$ cat src/rtl/usdr_consts.vh
// Constants for the serial status and data register block
`ifndef USDR_CONSTS_VH
`define USDR_CONSTS_VH

// ==========================================================
// Register offsets
`define USDR_OFS_BAUD_HI   3'h0
`define USDR_OFS_BAUD_LO   3'h1
`define USDR_OFS_CTRL_ONE  3'h2
`define USDR_OFS_CTRL_TWO  3'h3
`define USDR_OFS_STAT_ONE  3'h4
`define USDR_OFS_STAT_TWO  3'h5
`define USDR_OFS_DATA_HI   3'h6
`define USDR_OFS_DATA_LO   3'h7

// ==========================================================
// Field positions
`define USDR_C1_NINE       4
`define USDR_C1_PAR_EN     1
`define USDR_C1_PAR_TYPE   0
`define USDR_C2_IR_EN      7
`define USDR_C2_ONE_WIRE   5
`define USDR_C2_TX_EN      3
`define USDR_C2_RX_EN      2
`define USDR_C2_BREAK      0
`define USDR_S2_ALTERNATE_MAP_SELECT       7
`define USDR_S2_TX_POLARITY      4
`define USDR_S2_RX_POLARITY      3
`define USDR_S2_LONG_BRK   2
`define USDR_S2_SINGLE_WIRE_TX_DIRECTION      1
`define USDR_DH_RX_NINTH   7
`define USDR_DH_TX_NINTH   6

// ==========================================================
// Reset values
`define USDR_RST_BYTE      8'h00
`define USDR_RST_BAUD_LO   8'h04

// ==========================================================
// Timing counts, in 16x sample ticks or bits
`define USDR_SMP_LAST      4'hf
`define USDR_SMP_A         4'h7
`define USDR_SMP_B         4'h8
`define USDR_SMP_C         4'h9
`define USDR_IRP_START     4'h7
`define USDR_IRP_END       4'h9
`define USDR_IR_STRETCH    5'h10
`define USDR_IDLE_EIGHT    9'h0a0
`define USDR_IDLE_NINE     9'h0b0
`define USDR_BITS_EIGHT    4'h8
`define USDR_BITS_NINE     4'h9
`define USDR_BRK_SHORT     4'ha
`define USDR_BRK_SHORT9    4'hb
`define USDR_BRK_LONG      4'hd
`define USDR_BRK_LONG9     4'he
`define USDR_FRM_EIGHT     4'ha
`define USDR_FRM_NINE      4'hb

`endif

$ cat src/rtl/usdr_regs.v
// Serial status, control and data registers with receiver and transmitter
// Function
// Overrun set when second frame completes unread
// Overrun frame discarded, data registers kept
// Overrun clears by status read, data read
// Overrun may stand without full; data read clears
// Noise flag set with full, not on overrun
// Framing flag set on zero stop bit
// Framing flag blocks reception until cleared
// Parity flag set on mismatch, parity enabled
// Alternate map switches offsets zero to two
// Transmit polarity inverts NRZ and infrared output
// Receive polarity inverts NRZ and infrared input
// Long break select sets break length
// Direction bit steers pin in single wire
// Receiver active set on start, cleared idle
// Low data register reads receive, writes transmit
// Ninth received bit in high bit seven
// Ninth transmit bit reused until rewritten
// Software writes high data before low
// Software leaves reserved high bits alone
// Full flag set on transfer, cleared by sequence
// Eight or nine data bits per character
// Data read without armed status read keeps flags
//
// The strobed register port was left to the implementer.
`timescale 1ns/100ps
`default_nettype none
`include "usdr_consts.vh"

module usdr_regs (
  input  wire       mclk,
  input  wire       rstn,
  input  wire [2:0] addr,
  input  wire [7:0] wr_data,
  input  wire       wr_stb,
  input  wire       rd_stb,
  output reg  [7:0] rd_data,
  input  wire       rxd_i,
  input  wire       txd_i,
  output reg        txd_o,
  output reg        txd_oe_n
);

  // ==========================================================
  // Register storage
  reg  [7:0] baud_high_reg;
  reg  [7:0] baud_low_reg;
  reg  [7:0] control_one_reg;
  reg  [7:0] control_two_reg;
  reg  [7:0] alt_status_one_reg;
  reg  [7:0] alt_control_one_reg;
  reg  [7:0] alt_control_two_reg;
  reg  [7:0] data_low_reg;
  reg  [7:0] tx_low_reg;
  reg        rx_ninth_bit;
  reg        tx_ninth_bit;
  reg        alternate_map_select;
  reg        tx_polarity;
  reg        rx_polarity;
  reg        long_break_select;
  reg        single_wire_tx_direction;
  reg        rx_active_flag;
  reg        rx_full_flag;
  reg        overrun_flag;
  reg        noise_flag;
  reg        framing_error_flag;
  reg        parity_error_flag;
  reg  [4:0] arm_reg;
  reg        tx_pend_reg;
  wire       tx_idle;

  wire nine_bit     = control_one_reg[`USDR_C1_NINE];
  wire parity_enable = control_one_reg[`USDR_C1_PAR_EN];
  wire parity_type  = control_one_reg[`USDR_C1_PAR_TYPE];
  wire ir_en        = control_two_reg[`USDR_C2_IR_EN];
  wire one_wire     = control_two_reg[`USDR_C2_ONE_WIRE];
  wire tx_en        = control_two_reg[`USDR_C2_TX_EN];
  wire rx_en        = control_two_reg[`USDR_C2_RX_EN];
  wire send_break   = control_two_reg[`USDR_C2_BREAK];

  wire [4:0] flags = {rx_full_flag, overrun_flag, noise_flag,
                      framing_error_flag, parity_error_flag};
  wire [7:0] status_one_reg = {~tx_pend_reg, tx_idle, 1'b0, 1'b0, 4'h0}
                              | {2'b00, rx_full_flag, 1'b0, overrun_flag,
                                 noise_flag, framing_error_flag, parity_error_flag};
  wire [7:0] status_two_reg = {alternate_map_select, 2'b00, tx_polarity, rx_polarity,
                               long_break_select, single_wire_tx_direction,
                               rx_active_flag};
  wire [7:0] data_high_reg  = {rx_ninth_bit, tx_ninth_bit, 6'h00};

  wire wr_hit_lo  = wr_stb && addr == `USDR_OFS_DATA_LO;
  wire rd_stat1   = rd_stb && addr == `USDR_OFS_STAT_ONE;
  wire rd_data_lo = rd_stb && addr == `USDR_OFS_DATA_LO;

  // ==========================================================
  // Pin synchronisers
  reg  [1:0] rxd_sync;
  reg  [1:0] txd_sync;
  always @(posedge mclk) begin
    if (!rstn) begin
      rxd_sync <= 2'b11;
      txd_sync <= 2'b11;
    end else begin
      rxd_sync <= {rxd_sync[0], rxd_i};
      txd_sync <= {txd_sync[0], txd_i};
    end
  end
  wire pin_in = one_wire ? txd_sync[1] : rxd_sync[1];

  // ==========================================================
  // Baud tick, sixteen per bit
  reg  [15:0] baud_cnt;
  reg         tick;
  wire [15:0] sbr = {baud_high_reg, baud_low_reg};
  always @(posedge mclk) begin
    if (!rstn) begin
      baud_cnt <= 16'h0000;
      tick     <= 1'b0;
    end else if (sbr == 16'h0000) begin
      baud_cnt <= 16'h0000;
      tick     <= 1'b0;
    end else if (baud_cnt >= sbr - 16'h0001) begin
      baud_cnt <= 16'h0000;
      tick     <= 1'b1;
    end else begin
      baud_cnt <= baud_cnt + 16'h0001;
      tick     <= 1'b0;
    end
  end

  // ==========================================================
  // Receive line decode, NRZ or stretched infrared pulses
  reg  [4:0] ir_stretch;
  wire       pin_pol = pin_in ^ rx_polarity;
  always @(posedge mclk) begin
    if (!rstn)
      ir_stretch <= 5'h00;
    else if (pin_pol && ir_en)
      ir_stretch <= `USDR_IR_STRETCH;
    else if (tick && ir_stretch != 5'h00)
      ir_stretch <= ir_stretch - 5'h01;
  end
  wire line = ir_en ? (ir_stretch == 5'h00) : pin_pol;

  // ==========================================================
  // Receiver
  localparam RX_IDLE = 1'b0;
  localparam RX_RECV = 1'b1;
  reg        rx_state;
  reg  [3:0] rx_smp;
  reg  [3:0] rx_bitn;
  reg        s_a;
  reg        s_b;
  reg        rx_noise;
  reg  [8:0] rx_shift;
  reg  [8:0] idle_cnt;
  reg        frame_done;
  reg        frame_stop;

  wire [3:0] nbits  = nine_bit ? `USDR_BITS_NINE : `USDR_BITS_EIGHT;
  wire       maj    = (s_a & s_b) | (s_a & line) | (s_b & line);
  wire       disagr = ~(s_a == s_b && s_b == line);
  wire [8:0] idle_lim = nine_bit ? `USDR_IDLE_NINE : `USDR_IDLE_EIGHT;
  wire       idle_seen = idle_cnt >= idle_lim;
  wire [8:0] rx_aligned = nine_bit ? rx_shift : {1'b0, rx_shift[8:1]};

  always @(posedge mclk) begin
    if (!rstn) begin
      rx_state   <= RX_IDLE;
      rx_smp     <= 4'h0;
      rx_bitn    <= 4'h0;
      s_a        <= 1'b1;
      s_b        <= 1'b1;
      rx_noise   <= 1'b0;
      rx_shift   <= 9'h000;
      frame_done <= 1'b0;
      frame_stop <= 1'b1;
    end else begin
      frame_done <= 1'b0;
      case (rx_state)
        RX_IDLE: begin
          // First sample slot of the start search, blocked by framing error
          if (tick && rx_en && !line && !framing_error_flag) begin
            rx_state <= RX_RECV;
            rx_smp   <= 4'h1;
            rx_bitn  <= 4'h0;
            rx_noise <= 1'b0;
          end
        end
        RX_RECV: begin
          if (!rx_en) begin
            rx_state <= RX_IDLE;
          end else if (tick) begin
            rx_smp <= rx_smp + 4'h1;
            if (rx_smp == `USDR_SMP_A)
              s_a <= line;
            if (rx_smp == `USDR_SMP_B)
              s_b <= line;
            if (rx_smp == `USDR_SMP_C) begin
              if (disagr)
                rx_noise <= 1'b1;
              if (rx_bitn == 4'h0 && maj)
                rx_state <= RX_IDLE;
              else if (rx_bitn == nbits + 4'h1) begin
                frame_done <= 1'b1;
                frame_stop <= maj;
                rx_state   <= RX_IDLE;
              end else if (rx_bitn != 4'h0)
                rx_shift <= {maj, rx_shift[8:1]};
            end
            if (rx_smp == `USDR_SMP_LAST)
              rx_bitn <= rx_bitn + 4'h1;
          end
        end
        default: rx_state <= RX_IDLE;
      endcase
    end
  end

  // Idle character counter
  always @(posedge mclk) begin
    if (!rstn)
      idle_cnt <= 9'h000;
    else if (tick) begin
      if (!line)
        idle_cnt <= 9'h000;
      else if (!idle_seen)
        idle_cnt <= idle_cnt + 9'h001;
    end
  end

  // Receiver active flag
  always @(posedge mclk) begin
    if (!rstn)
      rx_active_flag <= 1'b0;
    else if (rx_state == RX_IDLE && tick && rx_en && !line && !framing_error_flag)
      rx_active_flag <= 1'b1;
    else if (idle_seen)
      rx_active_flag <= 1'b0;
  end

  // ==========================================================
  // Receive flags and data, set wins over clear
  wire       par_bad = parity_enable & ((^rx_aligned) ^ parity_type);
  wire       load_ok = frame_done && !rx_full_flag;
  wire       ovr_evt = frame_done && rx_full_flag;
  wire [4:0] clr     = rd_data_lo ? (arm_reg & flags) : 5'h00;

  always @(posedge mclk) begin
    if (!rstn) begin
      arm_reg <= 5'h00;
    end else if (rd_stat1) begin
      arm_reg <= flags;
    end else if (rd_data_lo) begin
      arm_reg <= 5'h00;
    end
  end

  always @(posedge mclk) begin
    if (!rstn) begin
      rx_full_flag       <= 1'b0;
      overrun_flag       <= 1'b0;
      noise_flag         <= 1'b0;
      framing_error_flag <= 1'b0;
      parity_error_flag  <= 1'b0;
      data_low_reg       <= `USDR_RST_BYTE;
      rx_ninth_bit       <= 1'b0;
    end else begin
      if (load_ok) begin
        data_low_reg <= rx_aligned[7:0];
        rx_ninth_bit <= nine_bit & rx_aligned[8];
      end
      // Overrun frame is dropped, held data stays
      if (ovr_evt)
        overrun_flag <= 1'b1;
      else if (clr[3])
        overrun_flag <= 1'b0;
      if (load_ok)
        rx_full_flag <= 1'b1;
      else if (clr[4])
        rx_full_flag <= 1'b0;
      if (load_ok && rx_noise)
        noise_flag <= 1'b1;
      else if (clr[2])
        noise_flag <= 1'b0;
      if (load_ok && !frame_stop)
        framing_error_flag <= 1'b1;
      else if (clr[1])
        framing_error_flag <= 1'b0;
      if (load_ok && par_bad)
        parity_error_flag <= 1'b1;
      else if (clr[0])
        parity_error_flag <= 1'b0;
    end
  end

  // ==========================================================
  // Register writes
  always @(posedge mclk) begin
    if (!rstn) begin
      baud_high_reg            <= `USDR_RST_BYTE;
      baud_low_reg             <= `USDR_RST_BAUD_LO;
      control_one_reg          <= `USDR_RST_BYTE;
      control_two_reg          <= `USDR_RST_BYTE;
      alt_status_one_reg       <= `USDR_RST_BYTE;
      alt_control_one_reg      <= `USDR_RST_BYTE;
      alt_control_two_reg      <= `USDR_RST_BYTE;
      alternate_map_select     <= 1'b0;
      tx_polarity              <= 1'b0;
      rx_polarity              <= 1'b0;
      long_break_select        <= 1'b0;
      single_wire_tx_direction <= 1'b0;
      tx_ninth_bit             <= 1'b0;
      tx_low_reg               <= `USDR_RST_BYTE;
    end else if (wr_stb) begin
      case (addr)
        `USDR_OFS_BAUD_HI:
          if (alternate_map_select) alt_status_one_reg <= wr_data;
          else baud_high_reg <= wr_data;
        `USDR_OFS_BAUD_LO:
          if (alternate_map_select) alt_control_one_reg <= wr_data;
          else baud_low_reg <= wr_data;
        `USDR_OFS_CTRL_ONE:
          if (alternate_map_select) alt_control_two_reg <= wr_data;
          else control_one_reg <= wr_data;
        `USDR_OFS_CTRL_TWO: control_two_reg <= wr_data;
        `USDR_OFS_STAT_TWO: begin
          alternate_map_select     <= wr_data[`USDR_S2_ALTERNATE_MAP_SELECT];
          tx_polarity              <= wr_data[`USDR_S2_TX_POLARITY];
          rx_polarity              <= wr_data[`USDR_S2_RX_POLARITY];
          long_break_select        <= wr_data[`USDR_S2_LONG_BRK];
          single_wire_tx_direction <= wr_data[`USDR_S2_SINGLE_WIRE_TX_DIRECTION];
        end
        // Received-bit and reserved positions ignore writes
        `USDR_OFS_DATA_HI: tx_ninth_bit <= wr_data[`USDR_DH_TX_NINTH];
        `USDR_OFS_DATA_LO: tx_low_reg <= wr_data;
        default: tx_low_reg <= tx_low_reg;
      endcase
    end
  end

  // ==========================================================
  // Register reads, data one cycle later
  always @(posedge mclk) begin
    if (!rstn)
      rd_data <= `USDR_RST_BYTE;
    else if (rd_stb) begin
      case (addr)
        `USDR_OFS_BAUD_HI:  rd_data <= alternate_map_select ? alt_status_one_reg
                                                            : baud_high_reg;
        `USDR_OFS_BAUD_LO:  rd_data <= alternate_map_select ? alt_control_one_reg
                                                            : baud_low_reg;
        `USDR_OFS_CTRL_ONE: rd_data <= alternate_map_select ? alt_control_two_reg
                                                            : control_one_reg;
        `USDR_OFS_CTRL_TWO: rd_data <= control_two_reg;
        `USDR_OFS_STAT_ONE: rd_data <= status_one_reg;
        `USDR_OFS_STAT_TWO: rd_data <= status_two_reg;
        `USDR_OFS_DATA_HI:  rd_data <= data_high_reg;
        `USDR_OFS_DATA_LO:  rd_data <= data_low_reg;
        default:            rd_data <= `USDR_RST_BYTE;
      endcase
    end else
      rd_data <= `USDR_RST_BYTE;
  end

  // ==========================================================
  // Transmitter
  reg  [3:0]  tx_phase;
  reg  [10:0] tx_shift;
  reg  [3:0]  tx_left;
  assign      tx_idle = (tx_left == 4'h0);
  wire        bit_tick = tick && tx_phase == `USDR_SMP_LAST;
  wire [3:0]  brk_len = long_break_select ? (nine_bit ? `USDR_BRK_LONG9 : `USDR_BRK_LONG)
                                          : (nine_bit ? `USDR_BRK_SHORT9
                                                      : `USDR_BRK_SHORT);
  wire [3:0]  frm_len = nine_bit ? `USDR_FRM_NINE : `USDR_FRM_EIGHT;

  always @(posedge mclk) begin
    if (!rstn) begin
      tx_phase    <= 4'h0;
      tx_shift    <= 11'h7ff;
      tx_left     <= 4'h0;
      tx_pend_reg <= 1'b0;
    end else begin
      if (tick)
        tx_phase <= tx_phase + 4'h1;
      if (wr_hit_lo)
        tx_pend_reg <= 1'b1;
      if (bit_tick && tx_en) begin
        if (!tx_idle) begin
          // Top bit refills, so a break stays low past eleven bits
          tx_shift <= {tx_shift[10], tx_shift[10:1]};
          tx_left  <= tx_left - 4'h1;
        end else if (send_break) begin
          tx_shift <= 11'h000;
          tx_left  <= brk_len;
        end else if (tx_pend_reg && !wr_hit_lo) begin
          // Ninth bit holds its value across frames
          tx_shift <= nine_bit ? {1'b1, tx_ninth_bit, tx_low_reg, 1'b0}
                               : {2'b11, tx_low_reg, 1'b0};
          tx_left  <= frm_len;
          tx_pend_reg <= 1'b0;
        end
      end
    end
  end

  // Pin drive with polarity and infrared pulse
  wire tx_bit   = tx_idle ? 1'b1 : tx_shift[0];
  wire ir_win   = tx_phase >= `USDR_IRP_START && tx_phase <= `USDR_IRP_END;
  wire tx_level = ir_en ? ((~tx_bit & ir_win) ^ tx_polarity)
                        : (tx_bit ^ tx_polarity);
  always @(posedge mclk) begin
    if (!rstn) begin
      txd_o    <= 1'b1;
      txd_oe_n <= 1'b1;
    end else begin
      txd_o    <= tx_level;
      txd_oe_n <= ~(tx_en && (!one_wire || single_wire_tx_direction));
    end
  end

endmodule
`default_nettype wire

$ cat config.mk
export PLATFORM = sky130hd
export DESIGN_NAME = usdr_regs
export DESIGN_NICKNAME = d
export VERILOG_FILES = /design/src/rtl/usdr_regs.v
export VERILOG_INCLUDE_DIRS = /design/src /design/src/rtl
export SDC_FILE = /design/constraint.sdc
export NUM_CORES = 1
export LEC_CHECK = 0
export ABC_AREA = 1
export BUFFER_PORTS_ARGS = -buffer_cell sky130_fd_sc_hd__buf_2
export CAP_MARGIN = 20
export CORE_ASPECT_RATIO = 0.5
export CORE_MARGIN = 4
export CORE_UTILIZATION = 45
export CTS_CLUSTER_DIAMETER = 100
export CTS_CLUSTER_SIZE = 12
export DETAILED_ROUTE_END_ITERATION = 10
export PLACE_DENSITY_LB_ADDON = 0.15
export RECOVER_POWER = 50
export SYNTH_ARGS = -nofsm -noshare
export SYNTH_HDL_FRONTEND = slang
export SYNTH_SLANG_ARGS = --single-unit
$ cat constraint.sdc
create_clock -name mclk -period 6.58 [get_ports mclk]
set_input_delay 0 -clock mclk [delete_from_list [all_inputs] [get_ports mclk]]
set_output_delay 0 -clock mclk [all_outputs]
set_load 0.005 [all_outputs]
### Word-level counts from Yosys, hierarchy flattened

Cells that the tools add are included.

* register bits: 178
* input bits: 17
* output and inout port bits: 10
* word-level logic and storage cells: 250

* add/sub/neg operators: 9
* $lt $le $gt $ge: 4
* equal/unequal tests: 23
* multiplexer cells: 69
* bitwise gates (word level): 25
* reductions and logical operators: 73

Operators with widths (number)
* 8-bit one-hot mux with 8 select lines: 1
* 4-bit two-way mux: 11
* 1-bit two-way mux: 36
* 5-bit two-way mux: 6
* 9-bit two-way mux: 3
* 1-bit logical AND: 24
* 8-bit two-way mux: 3
* 3-bit AND reduction: 8
* 11-bit two-way mux: 2
* 10-bit two-way mux: 2
* 2-bit nonzero test: 9
* 16-bit by 1-bit adder with 16-bit output (second input constant): 1
* 4-bit by 1-bit adder with 4-bit output (second input constant): 4
* 4-bit == test (second input constant): 4
* 16-bit >= comparator: 1
* 16-bit zero test: 1
* 4-bit one-hot mux with 2 select lines: 2
* 16-bit by 1-bit subtractor with 16-bit output (second input constant): 1
* 2-bit AND reduction: 7
* 3-bit == test (second input constant): 4
* 4-bit AND reduction: 3
* 1-bit inverter: 11
* 2-bit inequality test (second input constant): 5
* 9-bit by 1-bit adder with 9-bit output (second input constant): 1
* other kinds (33): 53

### Longest topological paths before layout

* depth in word-level cells: 12
* gate-level depth with buffers: 18
* depth with buffers taken out: 18

### Worst setup path after synthesis

OpenSTA, ideal clock, no wires.

* path kind: reg2reg
* start: register baud_low_reg[2]
* end: register baud_cnt[0]
* setup time: 0.064 ns
* arrival: 2.297 ns
* data required time: 6.516 ns
* path slack: 4.219 ns
* stages on the path, launching flop included: 18
* buffers on the path: 1
* period minus slack after synthesis: 2.361 ns
* path through: dfxtp_1 > nor2_2 > nand3_1 > nor2_2 > nand3_2 > nor2_1 > nand2_1 > nor2_2 > nand4_1 > nand2_1 > inv_1 > ha_1 > a21oi_1 > o21ai_0 > a21oi_1 > nand4_2 > buf_6 > nor2_1

* longest elaborated chain between the ends: 3
* elaborated cells on any way between the ends: 4
* those cells by class: add/sub (1); order compare (1); reduce/logical (2)

RTL lines
* from (decl): line usdr_regs.v:48 `reg [7:0] baud_low_reg;`
* from (signal assigned): line usdr_regs.v:303 `` baud_low_reg <= `USDR_RST_BAUD_LO; ``
* from (signal assigned): line usdr_regs.v:323 `else baud_low_reg <= wr_data;`
* 16-bit by 1-bit subtractor with 16-bit output: line usdr_regs.v:123 `end else if (baud_cnt >= sbr - 16'h0001) begin`
* 16-bit >= comparator: line usdr_regs.v:123
* 3-bit OR reduction (no source line) *
* to (signal assigned): line usdr_regs.v:127 `baud_cnt <= baud_cnt + 16'h0001;`
* to (decl): line usdr_regs.v:113 `reg [15:0] baud_cnt;`

Every way passes the cells marked *; elsewhere a longest branch is shown, timed or not.
A chain may end at the register's enable or synchronous reset.

### Worst setup path after layout

* start: input rstn
* end: register ir_stretch[3]

* longest elaborated chain between the ends: 2

RTL lines
* from (decl): line usdr_regs.v:33 `input wire rstn,`
* 1-bit inverter (no source line)
* 2-bit OR reduction (no source line)
* to (signal assigned): line usdr_regs.v:140 `` ir_stretch <= `USDR_IR_STRETCH; ``
* to (signal assigned): line usdr_regs.v:142 `ir_stretch <= ir_stretch - 5'h01;`
* to (decl): line usdr_regs.v:134 `reg [4:0] ir_stretch;`

Every way passes these cells.

==> impl_metrics.py <==
metrics = {
    "sta": {
        "fin_crit_ps": 4050,
        "setup_slack_ps": 2530,
        "setup-violations-final": 0,
        "finalHoldViolations": 0,
        "rsz0062_at_grt": "no",
        "drv_slew": 150,
        "post-route-period-util_pct": 61.5,
        "max_slew_margin_pct": -167,
        "timing.fmax_mhz": 247,
        "setup_tns_ps": 0,
        "tightest_slew_ps": 4000,
        "finalClockSkew_ps": 7.83,
    },
    "route": {
        "viasPerCell": 5.19,
        "firstDrtPassIters": 5,
        "drt_iter0_drc": 501,
        "routed_wirelength_mm": 22.3,
        "final_antenna_net_count": 0,
        "num_vias": 7774,
        "route.detailed.drc": 0,
        "wl_per_cell_um": 14.9,
    },
    "pwr": {
        "p_int_w": 0.00172,
        "p_per_area_nw_per_um2": 235,
        "seq_power_share_pct": 48.4,
        "power.share.clock_pct": 43.9,
        "p_sw_share_pct": 25.3,
        "p_leak_nw": 3.96,
        "comb_power_share_pct": 7.7,
        "p_sw_w": 0.000582,
        "ir_worst_vdd_uv": 158,
    },
    "worst_setup_path": {
        "crit_arrival_ps": 4400,
        "reg2reg_to": "rd_data[5]",
        "crit_path_max_incr_delay_ps": 2820,
        "cp.depth": 5,
        "critPathLaunch": "rstn",
        "endpoint_kind": "register",
        "slowest_stage": "clkbuf_1",
        "crit_path_end": "ir_stretch[3]",
        "cp.required_ps": 6940,
        "start_kind": "input pin",
        "worst_r2r_startpoint": "alternate_map_select",
        "worst_path_most_repeated_cell": "clkbuf_1",
        "worstSetupPathType": "in -> reg",
        "reg2regPathDepth": 6,
        "cp.buffers_inverters": 3,
        "crit_chain": "dlygate4sd3_1, clkbuf_1, clkbuf_1, nand2_1, nor3b_1",
        "critical-path-top-delay-family": "buffers and inverters",
        "crit_path_max_fanout": 105,
        "reg2reg_slack_ps": 3700,
    },
    "run_status": {
        "status": "complete, but fails checks",
        "violations": "max-capacitance violations, max-slew violations",
    },
    "floorplan": {
        "dieWidth_um": 207,
        "row_count": 36,
        "num_io_pins": 27,
        "die_h_um": 107,
        "start_util_pct": 45.8,
        "die-area_um2": 22200,
        "core_area_um2": 19400,
    },
    "synthesis": {
        "synth_edf_count": 0,
        "synth_top_area_share_pct": 40.1,
        "synth.area.top_cells": "dfxtp_1 40%, nand2_1 8.0%, o21ai_0 7.5%",
        "synth_compound_area_share_pct": 19.4,
        "synth_top_family_by_area": "simple AND/OR/NAND/NOR gates",
        "synth_cell_type_count": 49,
        "synth_flop_cell": "dfxtp_1",
        "synth_warnings": 0,
        "synth-seq-cells": 178,
        "yosysTopAreaCell": "dfxtp_1",
        "syn_area_um2": 8890,
        "synth_simple_gate_area_share_pct": 22.3,
        "syn-instance-count": 1206,
        "synth_mux_area_share_pct": 0,
        "synth_xor_area_share_pct": 3.75,
        "avgSynthCellArea_um2": 7.37,
        "synth_seq_area_share_pct": 40.1,
        "synthAdderAreaFrac_pct": 4.93,
        "ys_async_sr_fraction_pct": 0,
        "syn-num-nets": 1258,
    },
    "clock_tree": {
        "cts_tree": "done",
        "cts-buffers-inserted": 17,
        "clock_sinks": 178,
        "cts_root_buf": "clkbuf_16",
        "htree_levels": 4,
        "clkTransAtPathRegs_ps": 70,
        "clockBufferDepth": 2,
        "insertion_delay_ps": 440,
    },
    "layout": {
        "drive_gt1_share_pct": 8.60,
        "regMostFlops": "baud_cnt",
        "top_regs": "baud_cnt: 16 flops, tx_shift: 11 flops",
        "largest_register_ffs": 16,
        "final_cell_mix": "189 x nand2_1, 178 x dfxtp_1, 146 x inv_1",
        "final_common_cell": "nand2_1",
        "nFillCells": 1915,
        "area_growth_pct": 10.3,
        "insertedDiodeCount": 0,
        "finalNetCount": 1273,
    },
    "global_routing": {
        "overflow": 0,
        "grt_use_met2_pct": 33.5,
        "antenna_found_initial": 0,
        "grt_max_degree": 106,
        "grt_pass1_wl_mm": 37.0,
        "met3_usage_pct": 4.61,
        "top_usage_layer": "met2",
        "grt_pass1_vias": 7405,
        "met1_usage_pct": 28.4,
        "grtUsageTotal_pct": 20.9,
    },
    "placed_design": {
        "dpl_worst_slack_ps": 3810,
        "hpwlAfterDp_mm": 15.8,
        "place.gp.congestion": 0.859,
        "portBuffers": 26,
    },
    "job": {
        "cap_violations": 2,
    },
    "min_path": {
        "hold_path_class": "in -> reg",
    },
}
power by group through the flow:
stage | Combinational (W) | Sequential, W | Clock (W)
2_1_floorplan | 0.000127 | 0.00113 | 0
3_3_place_gp | 0.000166 | 0.00114 | 0
3_5_place_dp | 0.000170 | 0.00114 | 0
4_1_cts | 0.000176 | 0.00112 | 0.00103
5_1_grt | 0.000201 | 0.00112 | 0.00108
6_report | 0.000177 | 0.00112 | 0.00101
area by class of cell:
cell class | count | area [µm²] | share of cell area (%)
repair buffers | 43 | 270 | 2.76
inverters | 158 | 593 | 6.05
multi-input cells | 823 | 4470 | 45.6
well taps | 266 | 333 | 3.39
clock buffers | 19 | 443 | 4.52
clock inverters | 12 | 131 | 1.34
flip-flops and latches | 178 | 3560 | 36.3
through the flow:
stage,instance area (µm²),power [W],std cells,util (%),hold WS (ps)
2_1_floorplan,8890,0.00126,1206,-,107
3_3_place_gp,9120,0.00131,1455,47.0,232
3_5_place_dp,9120,0.00131,1455,47.0,225
4_1_cts,9830,0.00233,1499,50.6,0.365
5_1_grt,9810,0.00240,1499,50.5,51.9
6_report,9810,0.00230,1499,50.5,37.2
kinds of logic (layout without fill, tap and decap cells):
family	after synthesis	after routing
AOI/OAI and AO/OA	313	313
xor gates and xnor gates	38	38
adders and majority gates	35	35
buffers and inverters	205	232
DFF	178	178
and+or+nand+nor	437	437
cells in the mapped netlist (5+ instances only):
library cell / n
nand3_2: 5
o21ai_0: 133
nand4_1: 9
xnor2_1: 14
nand2_1: 189
xor2_1: 24
inv_2: 10
a211oi_1: 5
inv_1: 146
buf_6: 8
nand2_4: 5
nor2_1: 116
o21ai_1: 5
ha_1: 35
nor2_2: 10
a21oi_1: 119
nand2_2: 8
nand3_1: 63
or2_2: 5
clkbuf_1: 22
a31oi_1: 5
buf_2: 11
nor3_1: 10
dfxtp_1: 178
o211ai_1: 20
nor4_1: 5
o22ai_1: 9
layer usage:
| layer | part of all wire (%) | vias to the layer above |
|---|---|---|
| met5 | 0 | - |
| met3 | 4.2 | 26 |
| met1 | 50 | 3589 |
| met2 | 44 | 148 |
| met4 | 1.6 | 0 |
| li1 | - | 4011 |
worst reg2reg max path, stage by stage (launching register included):
cell and delay, ps:
dfxtp_1 500, clkbuf_1 900, inv_1 580, nand2_1 180, a21oi_1 100, nor4_1 370, a211oi_1 110
worst min-delay path by stage:
stage	slack [ps]	to	startpoint	cells after the start
floorplan	110	rxd_sync[0]	rxd_i	1
global placement	230	txd_sync[0]	txd_i	2
detailed placement	230	rxd_sync[0]	rxd_i	2
CTS	0.4	tx_ninth_bit	addr[2]	4
global route	50	tx_ninth_bit	addr[2]	4
finish	40	tx_ninth_bit	addr[2]	4
what timing repair did:
item                                   in CTS  in global routing
gates resized for setup                     0                  0
setup buffers                               0                  0
endpoints found under the hold margin      33                  0
hold buffers                               13                  0
Note: power is estimated with default switching activity, not from simulation.
